[config.mk]
export PLATFORM = sky130hd
export DESIGN_NAME = pwm_dac_top
export DESIGN_NICKNAME = d
export VERILOG_FILES = /design/src/pwm_dac_pkg.sv /design/src/pwm_dac_top.sv /design/src/pwm_compare_channel.sv
export SDC_FILE = /design/constraint.sdc
export NUM_CORES = 1
export LEC_CHECK = 0
export BUFFER_PORTS_ARGS = -buffer_cell sky130_fd_sc_hd__buf_2
export CORE_UTILIZATION = 58
export DETAILED_ROUTE_END_ITERATION = 6
export GPL_TIMING_DRIVEN = 1
export PLACE_DENSITY = 0.81
export SETUP_SLACK_MARGIN = 0.15
export SYNTH_ARGS = -nofsm -noshare
export SYNTH_HDL_FRONTEND = slang
export SYNTH_SLANG_ARGS = --single-unit
export TNS_END_PERCENT = 10
[constraint.sdc]
create_clock -name ref_clk -period 4.2 [get_ports ref_clk]
set_clock_uncertainty 0.2 [all_clocks]
set_input_delay 0.42 -clock ref_clk [delete_from_list [all_inputs] [get_ports ref_clk]]
set_output_delay 0.42 -clock ref_clk [all_outputs]
set_load 0.05 [all_outputs]
[src/pwm_dac_pkg.sv]
// Constants for the three-channel PWM converter with its shared counter and alternate timer.
// Assumes a 20 MHz reference clock and a byte-addressed Avalon-MM register port.
package pwm_dac_pkg;
	// Register byte offsets
	localparam logic [5:0] CTRL_OFFSET = 6'h00;
	localparam logic [5:0] CLOCK_SEL_OFFSET = 6'h04;
	localparam logic [5:0] PIN_FUNC_OFFSET = 6'h08;
	localparam logic [5:0] PORT_LATCH_OFFSET = 6'h0c;
	localparam logic [5:0] DUTY0_OFFSET = 6'h10;
	localparam logic [5:0] DUTY1_OFFSET = 6'h14;
	localparam logic [5:0] DUTY2_OFFSET = 6'h18;
	localparam logic [5:0] COUNT_OFFSET = 6'h1c;
	localparam logic [5:0] STATUS_OFFSET = 6'h20;

	// Field positions
	localparam int CTRL_CLEAR_POS = 0;
	localparam int CTRL_ENABLE_POS = 1;
	localparam int CTRL_TIMER_SEL_POS = 3;
	localparam int CLK_SLOW_POS = 0;
	localparam int CLK_WIDTH_POS = 2;
	localparam int STATUS_PIN_LSB = 0;
	localparam int STATUS_PIN_IN_LSB = 4;
	localparam int STATUS_MATCH_POS = 8;

	// Reset values and counter limits
	localparam int CHAN_COUNT = 3;
	localparam logic [8:0] DUTY_RESET = 9'h1ff;
	localparam logic [8:0] COUNT_MAX_NARROW = 9'h0ff;
	localparam logic [8:0] COUNT_MAX_WIDE = 9'h1ff;
	localparam logic [2:0] PIN_FUNC_RESET = 3'h0;
	localparam logic [2:0] PORT_LATCH_RESET = 3'h0;

	// Basic count clock made by a fractional phase accumulator
	localparam int REF_CLK_HZ = 20000000;
	localparam int BASIC_FAST_HZ = 1125000;
	localparam int BASIC_SLOW_HZ = 112500;
	localparam int PHASE_UNIT_HZ = 100;
	localparam logic [17:0] PHASE_MODULUS = 18'(REF_CLK_HZ / PHASE_UNIT_HZ);
	localparam logic [17:0] PHASE_STEP_FAST = 18'(BASIC_FAST_HZ / PHASE_UNIT_HZ);
	localparam logic [17:0] PHASE_STEP_SLOW = 18'(BASIC_SLOW_HZ / PHASE_UNIT_HZ);
	localparam logic [17:0] PHASE_QUARTER = 18'(REF_CLK_HZ / PHASE_UNIT_HZ / 4);

	// Bus handshake states
	typedef enum logic [1:0] {
		BUS_IDLE = 2'b01,
		BUS_ANSWER = 2'b10
	} bus_state_type;
endpackage

[src/pwm_dac_top.sv]
// Three-channel PWM converter sharing one counter with an alternate interval timer.
// Assumes a 20 MHz ref_clk, an Avalon-MM master, and external pull-ups on the open-drain pins.
`timescale 1ns/1ns
// How it works
// - After power-on reset the three pins are plain port outputs driving low.
// - Power-on reset, watchdog/stack reset and clock stop load every duty register with 1FFH.
// - A watchdog/stack reset treats the block like power-on reset: port mode, pins low.
// - A chip-enable reset leaves pins, pin mode, registers and counter untouched.
// - During chip-enable reset or halt the waveform and the alternate timer keep running.
// - Entering halt changes neither pin mode, pin levels, counting nor duty contents.
// - Clock stop returns the pins to port mode, each driving its kept output latch value.
// - Timer-select clear gives the counter to the PWM function, set gives it to the timer.
// - With timer-select clear, a set pin-function bit routes its channel's waveform out; clear drives the port latch.
// - In wide mode duty spans 0.25/512 to 511.25/512, so zero still gives a short pulse.
// - Writing clear and enable together zeroes the counter and starts it counting.
// - A channel is high while its duty exceeds the counter and low once the counter exceeds it.
// - One bit selects an 8- or 9-bit counter, another the 1.125 MHz or 112.5 kHz count clock.
module pwm_dac_top (
	input wire logic ref_clk,
	input wire logic rst_b,
	input wire logic [5:0] avs_address,
	input wire logic avs_read,
	input wire logic avs_write,
	input wire logic [3:0] avs_byteenable,
	input wire logic [31:0] avs_writedata,
	output logic [31:0] avs_readdata,
	output logic avs_waitrequest,
	input wire logic watchdog_stack_reset,
	input wire logic chip_enable_reset,
	input wire logic halt_status,
	input wire logic clock_stop,
	input wire logic [2:0] chan_pin_in,
	output logic [2:0] chan_pin_out,
	output logic [2:0] chan_pin_oe
);
	pwm_dac_pkg::bus_state_type bus_state_reg;
	pwm_dac_pkg::bus_state_type bus_state_next;
	logic [31:0] readdata_next;
	logic wr_fire;
	logic clear_fire;
	logic block_reset;
	logic timer_select_bit;
	logic counter_enable_bit;
	logic counter_width_select;
	logic count_clock_select;
	logic [2:0] pin_func_reg;
	logic [2:0] port_latch_reg;
	logic [8:0] duty_reg [pwm_dac_pkg::CHAN_COUNT];
	logic [8:0] count_reg;
	logic [17:0] phase_reg;
	logic [17:0] phase_sum;
	logic [17:0] phase_step;
	logic phase_tick;
	logic first_quarter;
	logic timer_wrap;
	logic pwm_wrap;
	logic timer_match_reg;
	logic [2:0] pwm_level;
	logic [2:0] pin_level_next;

	// Whole-block reset: power-on or watchdog/stack; chip-enable reset is deliberately absent
	assign block_reset = !rst_b || watchdog_stack_reset;

	// Open-drain pins never drive high; the enable pulls the line low
	assign chan_pin_out = 3'h0;

	// Bus handshake: one wait cycle, then the answer with registered read data
	always_comb begin
		bus_state_next = bus_state_reg;
		unique case (bus_state_reg)
			pwm_dac_pkg::BUS_IDLE: begin
				if (avs_read || avs_write) begin
					bus_state_next = pwm_dac_pkg::BUS_ANSWER;
				end
			end
			pwm_dac_pkg::BUS_ANSWER: begin
				bus_state_next = pwm_dac_pkg::BUS_IDLE;
			end
			default: begin
				bus_state_next = pwm_dac_pkg::BUS_IDLE;
			end
		endcase
	end

	assign avs_waitrequest = (avs_read || avs_write) && (bus_state_reg != pwm_dac_pkg::BUS_ANSWER);
	assign wr_fire = avs_write && (bus_state_reg == pwm_dac_pkg::BUS_ANSWER);
	assign clear_fire = wr_fire && (avs_address == pwm_dac_pkg::CTRL_OFFSET) &&
		avs_byteenable[0] && avs_writedata[pwm_dac_pkg::CTRL_CLEAR_POS];

	// Handshake state register
	always_ff @(posedge ref_clk) begin
		if (!rst_b) begin
			bus_state_reg <= pwm_dac_pkg::BUS_IDLE;
		end else begin
			bus_state_reg <= bus_state_next;
		end
	end

	// Read mux; unmapped offsets read as zero
	always_comb begin
		readdata_next = 32'h0000_0000;
		unique case (avs_address)
			pwm_dac_pkg::CTRL_OFFSET: begin
				readdata_next[pwm_dac_pkg::CTRL_ENABLE_POS] = counter_enable_bit;
				readdata_next[pwm_dac_pkg::CTRL_TIMER_SEL_POS] = timer_select_bit;
			end
			pwm_dac_pkg::CLOCK_SEL_OFFSET: begin
				readdata_next[pwm_dac_pkg::CLK_SLOW_POS] = count_clock_select;
				readdata_next[pwm_dac_pkg::CLK_WIDTH_POS] = counter_width_select;
			end
			pwm_dac_pkg::PIN_FUNC_OFFSET: readdata_next[2:0] = pin_func_reg;
			pwm_dac_pkg::PORT_LATCH_OFFSET: readdata_next[2:0] = port_latch_reg;
			pwm_dac_pkg::DUTY0_OFFSET: readdata_next[8:0] = duty_reg[0];
			pwm_dac_pkg::DUTY1_OFFSET: readdata_next[8:0] = duty_reg[1];
			pwm_dac_pkg::DUTY2_OFFSET: readdata_next[8:0] = duty_reg[2];
			pwm_dac_pkg::COUNT_OFFSET: readdata_next[8:0] = count_reg;
			pwm_dac_pkg::STATUS_OFFSET: begin
				readdata_next[pwm_dac_pkg::STATUS_PIN_LSB +: 3] = ~chan_pin_oe;
				readdata_next[pwm_dac_pkg::STATUS_PIN_IN_LSB +: 3] = chan_pin_in;
				readdata_next[pwm_dac_pkg::STATUS_MATCH_POS] = timer_match_reg;
			end
			default: readdata_next = 32'h0000_0000;
		endcase
	end

	// Read data captured in the wait cycle, valid while waitrequest is low
	always_ff @(posedge ref_clk) begin
		if (!rst_b) begin
			avs_readdata <= 32'h0000_0000;
		end else if (avs_read && bus_state_reg == pwm_dac_pkg::BUS_IDLE) begin
			avs_readdata <= readdata_next;
		end
	end

	// Control bits; clock stop halts counting, halt and chip-enable reset leave them alone
	always_ff @(posedge ref_clk) begin
		if (block_reset) begin
			timer_select_bit <= 1'b0;
			counter_enable_bit <= 1'b0;
		end else if (clock_stop) begin
			counter_enable_bit <= 1'b0;
		end else if (wr_fire && avs_address == pwm_dac_pkg::CTRL_OFFSET && avs_byteenable[0]) begin
			timer_select_bit <= avs_writedata[pwm_dac_pkg::CTRL_TIMER_SEL_POS];
			counter_enable_bit <= avs_writedata[pwm_dac_pkg::CTRL_ENABLE_POS];
		end
	end

	// Counter width and count clock selection
	always_ff @(posedge ref_clk) begin
		if (block_reset) begin
			counter_width_select <= 1'b0;
			count_clock_select <= 1'b0;
		end else if (wr_fire && avs_address == pwm_dac_pkg::CLOCK_SEL_OFFSET &&
				avs_byteenable[0]) begin
			counter_width_select <= avs_writedata[pwm_dac_pkg::CLK_WIDTH_POS];
			count_clock_select <= avs_writedata[pwm_dac_pkg::CLK_SLOW_POS];
		end
	end

	// Pin function bits; clock stop forces port mode
	always_ff @(posedge ref_clk) begin
		if (block_reset || clock_stop) begin
			pin_func_reg <= pwm_dac_pkg::PIN_FUNC_RESET;
		end else if (wr_fire && avs_address == pwm_dac_pkg::PIN_FUNC_OFFSET && avs_byteenable[0]) begin
			pin_func_reg <= avs_writedata[2:0];
		end
	end

	// Port output latches; clock stop keeps them so pins show the old latch value
	always_ff @(posedge ref_clk) begin
		if (block_reset) begin
			port_latch_reg <= pwm_dac_pkg::PORT_LATCH_RESET;
		end else if (wr_fire && avs_address == pwm_dac_pkg::PORT_LATCH_OFFSET &&
				avs_byteenable[0]) begin
			port_latch_reg <= avs_writedata[2:0];
		end
	end

	// Duty registers; duty 2 doubles as the timer modulo value
	always_ff @(posedge ref_clk) begin
		if (block_reset || clock_stop) begin
			for (int i = 0; i < pwm_dac_pkg::CHAN_COUNT; i++) begin
				duty_reg[i] <= pwm_dac_pkg::DUTY_RESET;
			end
		end else if (wr_fire) begin
			for (int i = 0; i < pwm_dac_pkg::CHAN_COUNT; i++) begin
				if (avs_address == pwm_dac_pkg::DUTY0_OFFSET + 6'(4 * i)) begin
					if (avs_byteenable[0]) begin
						duty_reg[i][7:0] <= avs_writedata[7:0];
					end
					if (avs_byteenable[1]) begin
						duty_reg[i][8] <= avs_writedata[8];
					end
				end
			end
		end
	end

	// Fractional divider making the 1.125 MHz or 112.5 kHz basic clock tick
	always_comb begin
		phase_step = count_clock_select ? pwm_dac_pkg::PHASE_STEP_SLOW :
			pwm_dac_pkg::PHASE_STEP_FAST;
		phase_sum = phase_reg + phase_step;
		phase_tick = (phase_sum >= pwm_dac_pkg::PHASE_MODULUS);
		first_quarter = (phase_reg < pwm_dac_pkg::PHASE_QUARTER);
	end

	always_ff @(posedge ref_clk) begin
		if (block_reset || clear_fire) begin
			phase_reg <= 18'h00000;
		end else if (counter_enable_bit) begin
			phase_reg <= phase_tick ? phase_sum - pwm_dac_pkg::PHASE_MODULUS : phase_sum;
		end
	end

	// Wrap points: timer wraps at its modulo, PWM at the selected maximum
	always_comb begin
		timer_wrap = (count_reg == {1'b0, duty_reg[2][7:0]}) ||
			(count_reg >= pwm_dac_pkg::COUNT_MAX_NARROW);
		pwm_wrap = count_reg >= (counter_width_select ? pwm_dac_pkg::COUNT_MAX_WIDE :
			pwm_dac_pkg::COUNT_MAX_NARROW);
	end

	// Shared counter; halt and chip-enable reset do not stop it
	always_ff @(posedge ref_clk) begin
		if (block_reset || clear_fire) begin
			count_reg <= 9'h000;
		end else if (counter_enable_bit && phase_tick) begin
			if (timer_select_bit ? timer_wrap : pwm_wrap) begin
				count_reg <= 9'h000;
			end else begin
				count_reg <= count_reg + 9'h001;
			end
		end
	end

	// Timer match flag: set by hardware, cleared by writing one; a new match wins
	always_ff @(posedge ref_clk) begin
		if (block_reset) begin
			timer_match_reg <= 1'b0;
		end else if (timer_select_bit && counter_enable_bit && phase_tick && timer_wrap) begin
			timer_match_reg <= 1'b1;
		end else if (wr_fire && avs_address == pwm_dac_pkg::STATUS_OFFSET && avs_byteenable[1] &&
				avs_writedata[pwm_dac_pkg::STATUS_MATCH_POS]) begin
			timer_match_reg <= 1'b0;
		end
	end

	// Three comparator channels
	for (genvar g = 0; g < pwm_dac_pkg::CHAN_COUNT; g++) begin : gen_chan
		pwm_compare_channel u_chan (
			.ref_clk(ref_clk),
			.rst_b(rst_b),
			.hold_low(watchdog_stack_reset),
			.duty(duty_reg[g]),
			.count(count_reg),
			.wide_mode(counter_width_select),
			.first_quarter(first_quarter),
			.pwm_level(pwm_level[g])
		);
	end

	// Output selection: timer mode forces every pin to its latch
	always_comb begin
		for (int i = 0; i < pwm_dac_pkg::CHAN_COUNT; i++) begin
			pin_level_next[i] = (pin_func_reg[i] && !timer_select_bit) ? pwm_level[i] :
				port_latch_reg[i];
		end
	end

	// Registered pin enables; enable high pulls the pin low
	always_ff @(posedge ref_clk) begin
		if (!rst_b) begin
			chan_pin_oe <= 3'h7;
		end else begin
			chan_pin_oe <= ~pin_level_next;
		end
	end
endmodule

[src/pwm_compare_channel.sv]
// One PWM channel: compares its duty value with the shared counter.
// Assumes the counter and quarter-phase flag come from the same clock domain.
`timescale 1ns/1ns
module pwm_compare_channel (
	input wire logic ref_clk,
	input wire logic rst_b,
	input wire logic hold_low,
	input wire logic [8:0] duty,
	input wire logic [8:0] count,
	input wire logic wide_mode,
	input wire logic first_quarter,
	output logic pwm_level
);
	logic [8:0] duty_eff;
	logic high_next;

	// Narrow mode uses only the low eight duty bits
	always_comb begin
		duty_eff = wide_mode ? duty : {1'b0, duty[7:0]};
		high_next = (duty_eff > count) || ((duty_eff == count) && first_quarter);
	end

	// Registered waveform, forced low by resets that clear the block
	always_ff @(posedge ref_clk) begin
		if (!rst_b || hold_low) begin
			pwm_level <= 1'b0;
		end else begin
			pwm_level <= high_next;
		end
	end
endmodule

==> Yosys cells after proc, flatten, opt, wreduce, memory -nomap -nowiden <==
Memories as Yosys holds them, arrays and structs flattened.
Cells that the tools add are included.
{ "word_totals": {"ff_bits": 55, "inputBits": 53, "n_memories": 1, "out_inout_bits": 39, "wordCells": 144, "ramBits": 27} }
{ "mem_list": {"columns": ["name", "words", "width", "read_ports", "rd_ports_with_merged_regs", "wr", "line_no", "source"], "rows": [
  ["duty_reg", 3, 9, 3, 0, 3, "pwm_dac_top.sv:48", "logic [8:0] duty_reg [pwm_dac_pkg::CHAN_COUNT];"]
]} }
{ "op_classes": {"reduce_logical": 40, "eq_ne": 15, "n_lt_le_gt_ge": 7, "n_addsub": 3, "bitwise": 9, "mux": 54} }
{ "ops": {"columns": ["operator", "count"], "rows": [
  ["9-bit 2-to-1 mux", 5],
  ["1-bit 2-to-1 mux", 37],
  ["9-bit == test", 3],
  ["9-bit > comparator", 3],
  ["1-bit logical AND", 25],
  ["6-bit by 5-bit == test with 1-bit output, second input constant", 4],
  ["8-bit 2-to-1 mux", 3],
  ["1-bit case mux with 8 select lines", 3],
  ["18-bit by 14-bit adder with 18-bit output", 1],
  ["18-bit greater-or-equal comparator, second input constant", 1],
  ["18-bit by 16-bit less-than comparator with 1-bit output, second input constant", 1],
  ["18-bit 2-to-1 mux", 1],
  ["18-bit subtractor, second input constant", 1],
  ["3-bit case mux with 5 select lines", 1],
  ["14-bit 2-to-1 mux", 1],
  ["6-bit by 4-bit == test with 1-bit output, second input constant", 2],
  ["1-bit case mux with 5 select lines", 2],
  ["9-bit by 1-bit adder with 9-bit output, second input constant", 1],
  ["9-bit by 8-bit == test with 1-bit output", 1],
  ["9-bit by 8-bit greater-or-equal comparator with 1-bit output, second input constant", 1],
  ["9-bit greater-or-equal comparator", 1],
  ["1-bit logical OR", 8],
  ["6-bit by 3-bit == test with 1-bit output, second input constant", 1],
  ["6-bit == test, second input constant", 1],
  ["other kinds (12)", 20]
]} }

==> Longest topological paths before layout <==
Gate-level depths: netlist of run 1.
{ "depth": {"word_depth": 7, "depth_mapped": 15, "ltp_nobuf": 13} }

==> Modules after synthesis <==
A second synthesis of run 1 with hierarchy kept.
{ "unflattened": {"cells_unflattened": 670, "area_unflattened_um2": 5705.5} }
{ "modules_own_cells": {"columns": ["module", "cells_per_inst", "seq_area_each_um2", "n_inst", "area_each_um2"], "rows": [
  ["pwm_dac_top", 562, 1851.8, 1, 4917.2],
  ["pwm_compare_channel", 36, 20.0, 3, 262.8]
]} }

==> Worst setup path before layout of run 1 <==
No wires, ideal clock.
{ "synth_timing": {"path_kind": "flip-flop to flip-flop", "from": "reg count_clock_select", "to": "reg phase_reg[13]", "required_time_ns": 3.868, "stages_incl_launch_ff": 14, "arrival_ns": 3.083, "setup_slack_ns": 0.785, "setup_time_ns": 0.132, "period_less_slack_ns": 3.415, "path_buffers": 2, "cell_sequence": "dfxtp_1 inv_1 ha_1 clkbuf_1 or3_4 a211o_1 or2_4 xor2_1 nand2_1 o21a_4 buf_12 o31a_1 o21ai_1 a21oi_1"} }
{ "synth_between": {"elab_chain_len": 4, "elab_cells_between_ends": 5, "classes_between": "2 x add/sub; 1 x order compare; 2 x mux"} }
{ "synth_rtl": {"columns": ["item", "line_no", "source"], "rows": [
  ["from (decl)", "pwm_dac_top.sv:45", "logic count_clock_select;"],
  ["from (signal assigned)", "pwm_dac_top.sv:156", "count_clock_select <= avs_writedata[pwm_dac_pkg::CLK_SLOW_POS];"],
  ["14-bit 2-to-1 mux *", "pwm_dac_top.sv:201", "phase_step = count_clock_select ? pwm_dac_pkg::PHASE_STEP_SLOW :"],
  ["18-bit by 14-bit adder with 18-bit output *", "pwm_dac_top.sv:203", "phase_sum = phase_reg + phase_step;"],
  ["18-bit subtractor or 18-bit greater-or-equal comparator (tied branches)", "pwm_dac_top.sv:212, pwm_dac_top.sv:204", null],
  ["18-bit 2-to-1 mux *", "pwm_dac_top.sv:212", "phase_reg <= phase_tick ? phase_sum - pwm_dac_pkg::PHASE_MODULUS : phase_sum;"],
  ["to (signal assigned)", "pwm_dac_top.sv:212", null],
  ["to (decl)", "pwm_dac_top.sv:50", "logic [17:0] phase_reg;"]
]} }
Every way passes the cells marked *; elsewhere a longest branch is shown, timed or not.
A chain may end at the register's enable or synchronous reset.

==> Worst setup path after layout of run 1 <==
{ "layout_timing": {"from": "reg count_clock_select", "to": "reg phase_reg[15]"} }
The elaborated chain is that of the path after synthesis.

==> metrics, run 1 <==
DIE WIDTH 102 um; crit path DAT 3.81 ns; Min-Delay Endpoint chan_pin_oe[2]; antenna-violating nets left 0; status complete, no violations; Initial Utilization 0.597; total track usage 0.286; Detailed Routing Iterations Pass 1 5; largest net degree at the start of global routing 25; # hold bufs at CTS 0; asr flop ratio synth 0; Final Hold Fails 0; maximum vdd drop 0.162 mV; r2r endpoint phase_reg[15]; reg2reg setup slack 0.49 ns; Req. time, crit path 4.30 ns; CTS tree yes; Syn Inst Count 650; max reg flops 27; post-synthesis cell area 5840 um^2; Initial DRC Count 285; Fillers 802; setup repair bufs after CTS 0; crit share post-route 0.883; power density cells 263 nW/um^2; Multi-input gate area 3610 um^2; vias in the first global route 4782; worst-skew pair later-pin latency 0.37 ns; clk slew on worst S/H paths 0.09 ns; DR WL/cell 17.9 um; Rows 36; Placeable Area 9770 um^2; Post-DP HPWL 11.1 mm; gr ovfl total 0; Num CTS Buffers 9; DRC 0; post-cts sizing count 0; Place WS 0.549 ns; Worst slew margin 0.459; CP Class flop to flop; # diodes 0; f_max 270 MHz; # H-tree levels 3; FF-to-FF Start count_clock_select; GPL Wtd Cong 0.965; static leakage 0.00230 uW; Synthesis Warnings 0; I/O pin total 92; die height 102 um; initial antenna violation count 0; endpoints failing setup 0; nets 776; Startpoint Class flop; most frequent cells in the layout nand2_1, dfxtp_1, nor2_1, ha_1, buf_2; share of layout cells above drive strength 1 0.161; Worst-Margin Slew 0.812 ns; top_reg_cell synth dfxtp_1; Syn-to-layout area delta 7.09%; vias per cell 6.19; RSZ-0062 raised after global routing false; final WL 14.6 mm; Min-Delay Path Depth 2; unique cell type count in the Yosys netlist 79; max_cap viols 0; synthesis-stage register bit count 82; die area 10500 um^2; first-pass GRT wire length 22.6 mm; r2r worst-path depth 12; clock root cell clkbuf_8; Vias 5065; Port Buffer Count 38; hold path startpoint rst_b; part of the Yosys area used for sequential elements 0.327; Mean Syn Cell Area 8.98 um^2; Post-synth EDFFs 27; FF+latch area 1910 um^2; setup TNS 0 ns; Worst Hold Class input port to flop; clock buffer depth 2; setup ws final 0.492 ns; count of final max-slew check failures 0; min Tclk post-route 3.71 ns; worst-path maximum fanout 13; clock sinks 82; CP endpoint kind flop
## cell usage after synthesis (all sizes together), types with 2 or more instances
cell type / number / area [um^2]
a2111oi: 2 / 36.3
a211o: 2 / 17.5
a211oi: 7 / 52.6
a21boi: 3 / 22.5
a21o: 15 / 113
a21oi: 30 / 154
a221oi: 2 / 35.0
a222oi: 2 / 20.0
a22oi: 8 / 60.1
a31oi: 9 / 56.3
and2: 8 / 50.1
and3: 11 / 68.8
buf: 37 / 267
clkbuf: 15 / 56.3
dfxtp: 55 / 1100
edfxtp: 27 / 811
ha: 42 / 526
inv: 26 / 97.6
mux2: 9 / 101
mux2i: 15 / 150
mux4: 3 / 67.6
nand2: 56 / 213
nand2b: 8 / 50.1
nand3: 27 / 140
nand3b: 3 / 22.5
nand4: 9 / 56.3
nor2: 46 / 175
nor2b: 10 / 62.6
nor3: 21 / 141
nor4: 8 / 71.3
o2111ai: 3 / 32.5
o211a: 5 / 50.1
o211ai: 10 / 75.1
o21a: 18 / 143
o21ai: 30 / 158
o21bai: 3 / 22.5
o22ai: 4 / 25.0
o31a: 3 / 26.3
o31ai: 3 / 32.5
o32ai: 6 / 52.6
or2: 14 / 90.1
or3: 3 / 23.8
xnor2: 14 / 123
xor2: 5 / 43.8
## metal layers
metal	global-route usage	up-vias	wire, um
met4	0.146	0	501
met5	0	-	0
li1	-	2405	-
met2	0.501	203	7450
met3	0.0376	44	802
met1	0.342	2413	5860
## critical path, stage by stage (launching register included)
cell and delay [ns]:
dfxtp_1 0.32, buf_4 0.16, ha_1 0.24, fa_1 0.46
a21o_1 0.23, and3_1 0.23, or2_4 0.30, xor2_1 0.34
nand2_1 0.18, o21a_4 0.32, o31a_1 0.30, nor3_2 0.17
mux2i_1 0.19
## area by class of cell
cell class,count,area share
Inverter,26,0.0156
Timing Repair Buffer,46,0.0400
Tap cell,133,0.0266
Clock inverter,6,0.0146
Sequential cell,82,0.306
Clock buffer,10,0.0204
Multi-Input combinational cell,515,0.577
## kinds of logic (layout without fill, tap and decap cells)
family | after synthesis | after routing | share of synthesized area
flip-flops | 82 | 82 | 0.327
XOR/XNOR | 19 | 19 | 0.0285
buffers and inverters | 78 | 88 | 0.0720
AO/OA/AOI/OAI | 173 | 173 | 0.220
multiplexers | 27 | 27 | 0.0546
AND/OR/NAND/NOR | 227 | 227 | 0.204
adder cells (fa/ha/maj) | 43 | 43 | 0.0934
other | 1 | 26 | 0.000642
## power by group
group	switching, uW	internal, uW
Sequential	3.90	824
Combinational	129	35.8
Clock	312	339
## worst max-delay path by stage
stage	cells after the start	end	startpoint
2_1_floorplan	13	phase_reg[13]	count_clock_select
3_3_place_gp	13	phase_reg[15]	count_clock_select
3_5_place_dp	13	phase_reg[15]	count_clock_select
4_1_cts	13	phase_reg[15]	count_clock_select
5_1_grt	13	phase_reg[15]	count_clock_select
6_report	12	phase_reg[15]	count_clock_select
## stage by stage
| step | utilization | total power [uW] | hold slack (ns) | std cells | instance area (um^2) |
|---|---|---|---|---|---|
| 3_3_place_gp | 0.617 | 1010 | 0.250 | 802 | 6030 |
| 6_report | 0.640 | 1640 | 0.123 | 818 | 6250 |
| 2_1_floorplan | - | 988 | 0.241 | 675 | 5930 |
| 4_1_cts | 0.639 | 1640 | 0.122 | 818 | 6250 |
| 3_5_place_dp | 0.617 | 1010 | 0.252 | 802 | 6030 |
| 5_1_grt | 0.640 | 1690 | 0.124 | 818 | 6250 |
(Power assumes the default switching activity.)
==> run 2, diff against run 1 <==
--- a/config.mk
+++ b/config.mk
@@ -10,6 +10,7 @@
 export DETAILED_ROUTE_END_ITERATION = 6
 export GPL_TIMING_DRIVEN = 1
 export PLACE_DENSITY = 0.81
+export REMOVE_ABC_BUFFERS = 1
 export SETUP_SLACK_MARGIN = 0.15
 export SYNTH_ARGS = -nofsm -noshare
 export SYNTH_HDL_FRONTEND = slang
==> run 2 against run 1 <==
Effect of this change:
- fmax is 0.70% lower
- register-to-register slack got worse by 0.03 ns
- combinational power about the same
- critical endpoint unchanged
- largest power group unchanged
==> metrics, run 2 (synthesized netlist as in run 1, its figures left out) <==
die area 10500 um^2 (unchanged); Rows 36 (unchanged); count of final max-slew check failures 0 (unchanged); power density cells 247 nW/um^2 (-5.9%); max reg flops 27 (unchanged); maximum vdd drop 0.249 mV (+54%); Port Buffer Count 38 (unchanged); f_max 268 MHz (-0.70%); clock root cell clkbuf_8; Worst slew margin 0.493 (+0.0338); I/O pin total 92 (unchanged); # hold bufs at CTS 0 (unchanged); Syn-to-layout area delta 6.54%; setup repair bufs after CTS 0 (unchanged); nets 776 (unchanged); endpoints failing setup 0 (unchanged); post-cts sizing count 0 (unchanged); max_cap viols 0 (unchanged); r2r endpoint phase_reg[15]; Place WS 0.463 ns (-0.0867 ns); DIE WIDTH 102 um (unchanged); Vias 4991 (-1.5%); crit share post-route 0.889 (+0.00622); Startpoint Class flop; largest net degree at the start of global routing 25 (unchanged); Req. time, crit path 4.30 ns (about the same); clock buffer depth 2 (unchanged); Worst-Margin Slew 0.761 ns (-0.0507 ns); static leakage 0.00228 uW (-0.74%); Min-Delay Endpoint timer_select_bit; most frequent cells in the layout nand2_1, dfxtp_1, nor2_1, ha_1, buf_2; Detailed Routing Iterations Pass 1 5 (unchanged); share of layout cells above drive strength 1 0.161 (unchanged); antenna-violating nets left 0 (unchanged); first-pass GRT wire length 22.6 mm (about the same); CP endpoint kind flop; Final Hold Fails 0 (unchanged); vias per cell 6.10 (-1.5%); worst-skew pair later-pin latency 0.36 ns (about the same); r2r worst-path depth 12 (unchanged); min Tclk post-route 3.73 ns (+0.0261 ns); Worst Hold Class input port to flop; Num CTS Buffers 9 (unchanged); Initial DRC Count 353 (+24%); CP Class flop to flop; FF-to-FF Start count_clock_select; gr ovfl total 0 (unchanged); # H-tree levels 3 (unchanged); worst-path maximum fanout 13 (unchanged); Post-DP HPWL 10.8 mm (-3.0%); Initial Utilization 0.597 (unchanged); Fillers 828 (+3.2%); # diodes 0 (unchanged); hold path startpoint avs_writedata[3]; total track usage 0.282 (-0.00365); clock sinks 82 (unchanged); setup TNS 0 ns (unchanged); DRC 0 (unchanged); DR WL/cell 17.1 um (-4.0%); GPL Wtd Cong 0.923 (-4.3%); setup ws final 0.466 ns (-0.0261 ns); RSZ-0062 raised after global routing false; CTS tree yes; Min-Delay Path Depth 3 (+1); clk slew on worst S/H paths 0.09 ns (about the same); die height 102 um (unchanged); reg2reg setup slack 0.47 ns (-0.03 ns); final WL 14.0 mm (-4.0%); crit path DAT 3.83 ns (+0.02 ns); initial antenna violation count 0 (unchanged); vias in the first global route 4744 (-0.79%); Placeable Area 9770 um^2 (unchanged); status complete, no violations
run 2: worst max-delay path, cell delays in order (launching register included):
cell and delay [ns]:
dfxtp_1 0.32, buf_4 0.16, ha_1 0.25, fa_1 0.46, a21o_1 0.23, and3_1 0.22
or2_4 0.29, xor2_1 0.37, nand2_1 0.18, o21a_4 0.32, o31a_1 0.30, nor3_2 0.17
mux2i_1 0.19
run 2: worst max path at each step:
stage	depth (start not counted)	from	endpoint
3_3_place_gp	13	count_clock_select	phase_reg[15]
4_1_cts	13	count_clock_select	phase_reg[15]
2_1_floorplan	13	count_clock_select	phase_reg[15]
3_5_place_dp	13	count_clock_select	phase_reg[15]
5_1_grt	13	count_clock_select	count_reg[2]
6_report	12	count_clock_select	phase_reg[15]
run 2: layout make-up:
type	instances	area [um^2]	area share
Timing Repair Buffer	46	250	0.0402
Multi-Input combinational cell	515	3610	0.581
Inverter	26	97.6	0.0157
Clock inverter	4	22.5	0.00362
Tap cell	133	166	0.0267
Clock buffer	12	158	0.0253
Sequential cell	82	1910	0.307
run 2: per-stage QoR:
stage                      util  hold slack (ns)  std cells  total power [uW]  cell area (um^2)
after CTS                 0.635            0.132        818              1540              6210
after detailed placement  0.617            0.263        802              1010              6030
final                     0.636            0.128        818              1540              6220
after global routing      0.636            0.124        818              1590              6220
after floorplan               -            0.241        623               961              5610
after global placement    0.617            0.251        802              1010              6030
run 2: power by group:
part           internal, uW  switching, uW
Sequential              824           4.01
Combinational          35.7            129
Clock                   253            293
run 2: layer usage:
metal	up-vias	routed length [um]	global-route usage
met5	-	0	0
met4	0	441	0.131
met3	34	701	0.0445
met2	178	6880	0.487
met1	2370	6000	0.345
li1	2409	-	-
==> run 3, diff against run 2 <==
--- a/config.mk
+++ b/config.mk
@@ -5,6 +5,7 @@
 export SDC_FILE = /design/constraint.sdc
 export NUM_CORES = 1
 export LEC_CHECK = 0
+export ABC_AREA = 1
 export BUFFER_PORTS_ARGS = -buffer_cell sky130_fd_sc_hd__buf_2
 export CORE_UTILIZATION = 58
 export DETAILED_ROUTE_END_ITERATION = 6
@@ -12,6 +13,7 @@
 export PLACE_DENSITY = 0.81
 export REMOVE_ABC_BUFFERS = 1
 export SETUP_SLACK_MARGIN = 0.15
+export SLEW_MARGIN = 20
 export SYNTH_ARGS = -nofsm -noshare
 export SYNTH_HDL_FRONTEND = slang
 export SYNTH_SLANG_ARGS = --single-unit
==> run 3 against run 2 <==
Effect of this change:
- critical path type unchanged
- sequential power is essentially flat
- first-iteration DRC count shrank 20%
- combinational power shrank 8%
- highest routed layer unchanged
- die area shrank 1.5%
- critical path depth grew 10
- register-to-register slack lost 0.09 ns
- wire length grew 3.2%
==> metrics, run 3 <==
status complete, no violations; die height 102 um (-0.73%); Syn-to-layout area delta 7.37%; synthesis-stage register bit count 82 (unchanged); share of layout cells above drive strength 1 0.128 (-0.0325); vias in the first global route 5131 (+8.2%); crit path DAT 3.93 ns (+0.10 ns); Initial Utilization 0.611 (+0.0136); Mean Syn Cell Area 7.16 um^2 (-20%); most common cell after layout, fill and taps aside nand2_1; Vias 5369 (+7.6%); initial antenna violation count 0 (unchanged); most frequent cells in the layout nand2_1, inv_1, nor2_1, dfxtp_1, a21oi_1; DRC 0 (unchanged); Synth area leaders dfxtp_1, edfxtp_1, nand2_1; Sw Ratio 0.284 (+0.00651); setup ws final 0.372 ns (-0.0939 ns); Num CTS Buffers 9 (unchanged); max reg flops 27 (unchanged); CTS tree yes; max_cap viols 0 (unchanged); # hold bufs at CTS 0 (unchanged); Post-synth top cells nand2_1, inv_1, nor2_1; min Tclk post-route 3.83 ns (+0.0939 ns); asr flop ratio synth 0 (unchanged); CP endpoint kind flop; I/O pin total 92 (unchanged); Internal 1110 uW (-0.55%); Synth area leader dfxtp_1; Psw 438 uW (+2.7%); Post-synth EDFFs 27 (unchanged); first-pass GRT wire length 23.6 mm (+4.3%); post-synthesis cell area 5750 um^2 (-1.5%); final WL 14.5 mm (+3.2%); Reg power frac 0.536 (-0.002); Post-DP HPWL 11.2 mm (+3.7%); Worst-Margin Slew 0.861 ns (+0.0995 ns); final core utilization 0.656 (+0.0196); Port Buffer Count 38 (unchanged); Min-Delay Endpoint duty_reg[1][4]; Placeable Area 9420 um^2 (-3.7%); Fillers 806 (-2.7%); worst-path maximum fanout 13 (unchanged); endpoints failing setup 0 (unchanged); Worst slew margin 0.422 (-0.0708); post-cts sizing count 0 (unchanged); f_max 261 MHz (-2.5%); gr ovfl total 0 (unchanged); share of the synthesized area in the top cell type 0.191 (+0.00283); reg2reg setup slack 0.37 ns (-0.09 ns); static leakage 0.00274 uW (+20%); count of final max-slew check failures 0 (unchanged); RSZ-0062 raised after global routing false; Worst Hold Class input port to flop; CP Class flop to flop; dominant cell by count in the synthesized netlist nand2_1; Final Hold Fails 0 (unchanged); Initial DRC Count 281 (-20%); Rows 35 (-2.8%); worst-skew pair later-pin latency 0.36 ns (about the same); # diodes 0 (unchanged); r2r worst-path depth 22 (+10); part of the Yosys area used for sequential elements 0.332 (+0.00491); maximum vdd drop 0.175 mV (-30%); FF-to-FF Start count_clock_select; nets 942 (+21%); DIE WIDTH 102 um (-0.73%); largest net degree at the start of global routing 23 (-8.0%); setup TNS 0 ns (unchanged); setup repair bufs after CTS 0 (unchanged); unique cell type count in the Yosys netlist 51 (-35%); clock share of power 0.366 (+0.011); Min-Delay Path Depth 3 (unchanged); final hold slack 0.146 ns (+0.0185 ns); clock buffer depth 2 (unchanged); clock root cell clkbuf_8; DR WL/cell 14.8 um (-14%); # H-tree levels 3 (unchanged); total track usage 0.297 (+0.0149); Req. time, crit path 4.30 ns (about the same); clk slew on worst S/H paths 0.09 ns (about the same); antenna-violating nets left 0 (unchanged); die area 10300 um^2 (-1.5%); Comb power frac 0.098 (-0.009); hold path startpoint avs_writedata[4]; Syn Inst Count 803 (+24%); Power Total 1540 uW (+0.36%); crit share post-route 0.911 (+0.0223); clock sinks 82 (unchanged); Synthesis Warnings 0 (unchanged); Place WS 0.452 ns (-0.0105 ns); power density cells 250 nW/um^2 (+1.1%); Startpoint Class flop; top_reg_cell synth dfxtp_1; vias per cell 5.48 (-10%); Detailed Routing Iterations Pass 1 5 (unchanged); r2r endpoint count_reg[1]; GPL Wtd Cong 0.959 (+3.9%)
-- run 3: cell types whose count changed in the layout (fill, tap and decap cells not counted), sizes merged, moves of 13 or more --
cell / delta
o21a: -16
a21o: -14
nor2: +20
inv: +90
mux2i: -15
nand2: +162
nand3: +18
xnor2: -13
o21ai: +17
a21oi: +31
-- run 3: worst max-delay path: stages, from the launching register on --
cell and delay (ns):
dfxtp_1 0.47, inv_1 0.26, fa_1 0.53, nand2_1 0.08, nand2_1 0.06, nand2_1 0.10
nand2_2 0.07, nand2_1 0.06, nand2_1 0.09, inv_1 0.12, ha_1 0.20, inv_1 0.05
nor3_1 0.20, nand3_1 0.10, nor2_1 0.20, nand3_1 0.12, nand3_2 0.12, nand2_4 0.14
inv_4 0.15, nand2_4 0.15, nand2_1 0.12, inv_1 0.05, nor2_1 0.10
-- run 3: worst max path at each step --
stage | from | endpoint | cells past startpoint
floorplan | count_clock_select | count_reg[2] | 21
global placement | count_clock_select | count_reg[1] | 21
detailed placement | count_clock_select | timer_match_reg | 20
CTS | count_clock_select | count_reg[1] | 22
global route | count_clock_select | count_reg[1] | 21
finish | count_clock_select | count_reg[1] | 22
-- run 3: cell type report --
| class | count | area, um^2 | area share |
|---|---|---|---|
| inverters | 121 | 457 | 0.0739 |
| well taps | 129 | 161 | 0.0261 |
| clock buffers | 11 | 154 | 0.0249 |
| repair buffers | 45 | 243 | 0.0393 |
| flip-flops and latches | 82 | 1910 | 0.309 |
| multi-input cells | 587 | 3210 | 0.520 |
| clock inverters | 5 | 36.3 | 0.00587 |
-- run 3: cell families after synthesis --
logic type / share of synthesized area
simple gates: 0.276
flops: 0.332
fa+ha+maj: 0.0948
buf+inv: 0.125
xor+xnor: 0.0228
other cells: 0.000652
compound gates: 0.149
-- run 3: routing by layer --
layer | part of all wire | GRT usage
met1 | 0.41 | 0.350
met2 | 0.49 | 0.528
met4 | 0.034 | 0.147
met3 | 0.062 | 0.0400
met5 | 0 | 0
-- run 3: power by group through the flow --
stage | sequential, uW | combinational (uW) | clock (uW)
3_3_place_gp | 846 | 148 | 0
3_5_place_dp | 846 | 149 | 0
2_1_floorplan | 866 | 88.6 | 0
5_1_grt | 829 | 161 | 592
4_1_cts | 828 | 150 | 565
6_report | 828 | 151 | 566
-- run 3: through the flow --
stage               area, um^2  instances
floorplan                 5580        790
global placement          5990        964
detailed placement        5990        964
CTS                       6180        980
global route              6180        980
finish                    6180        980
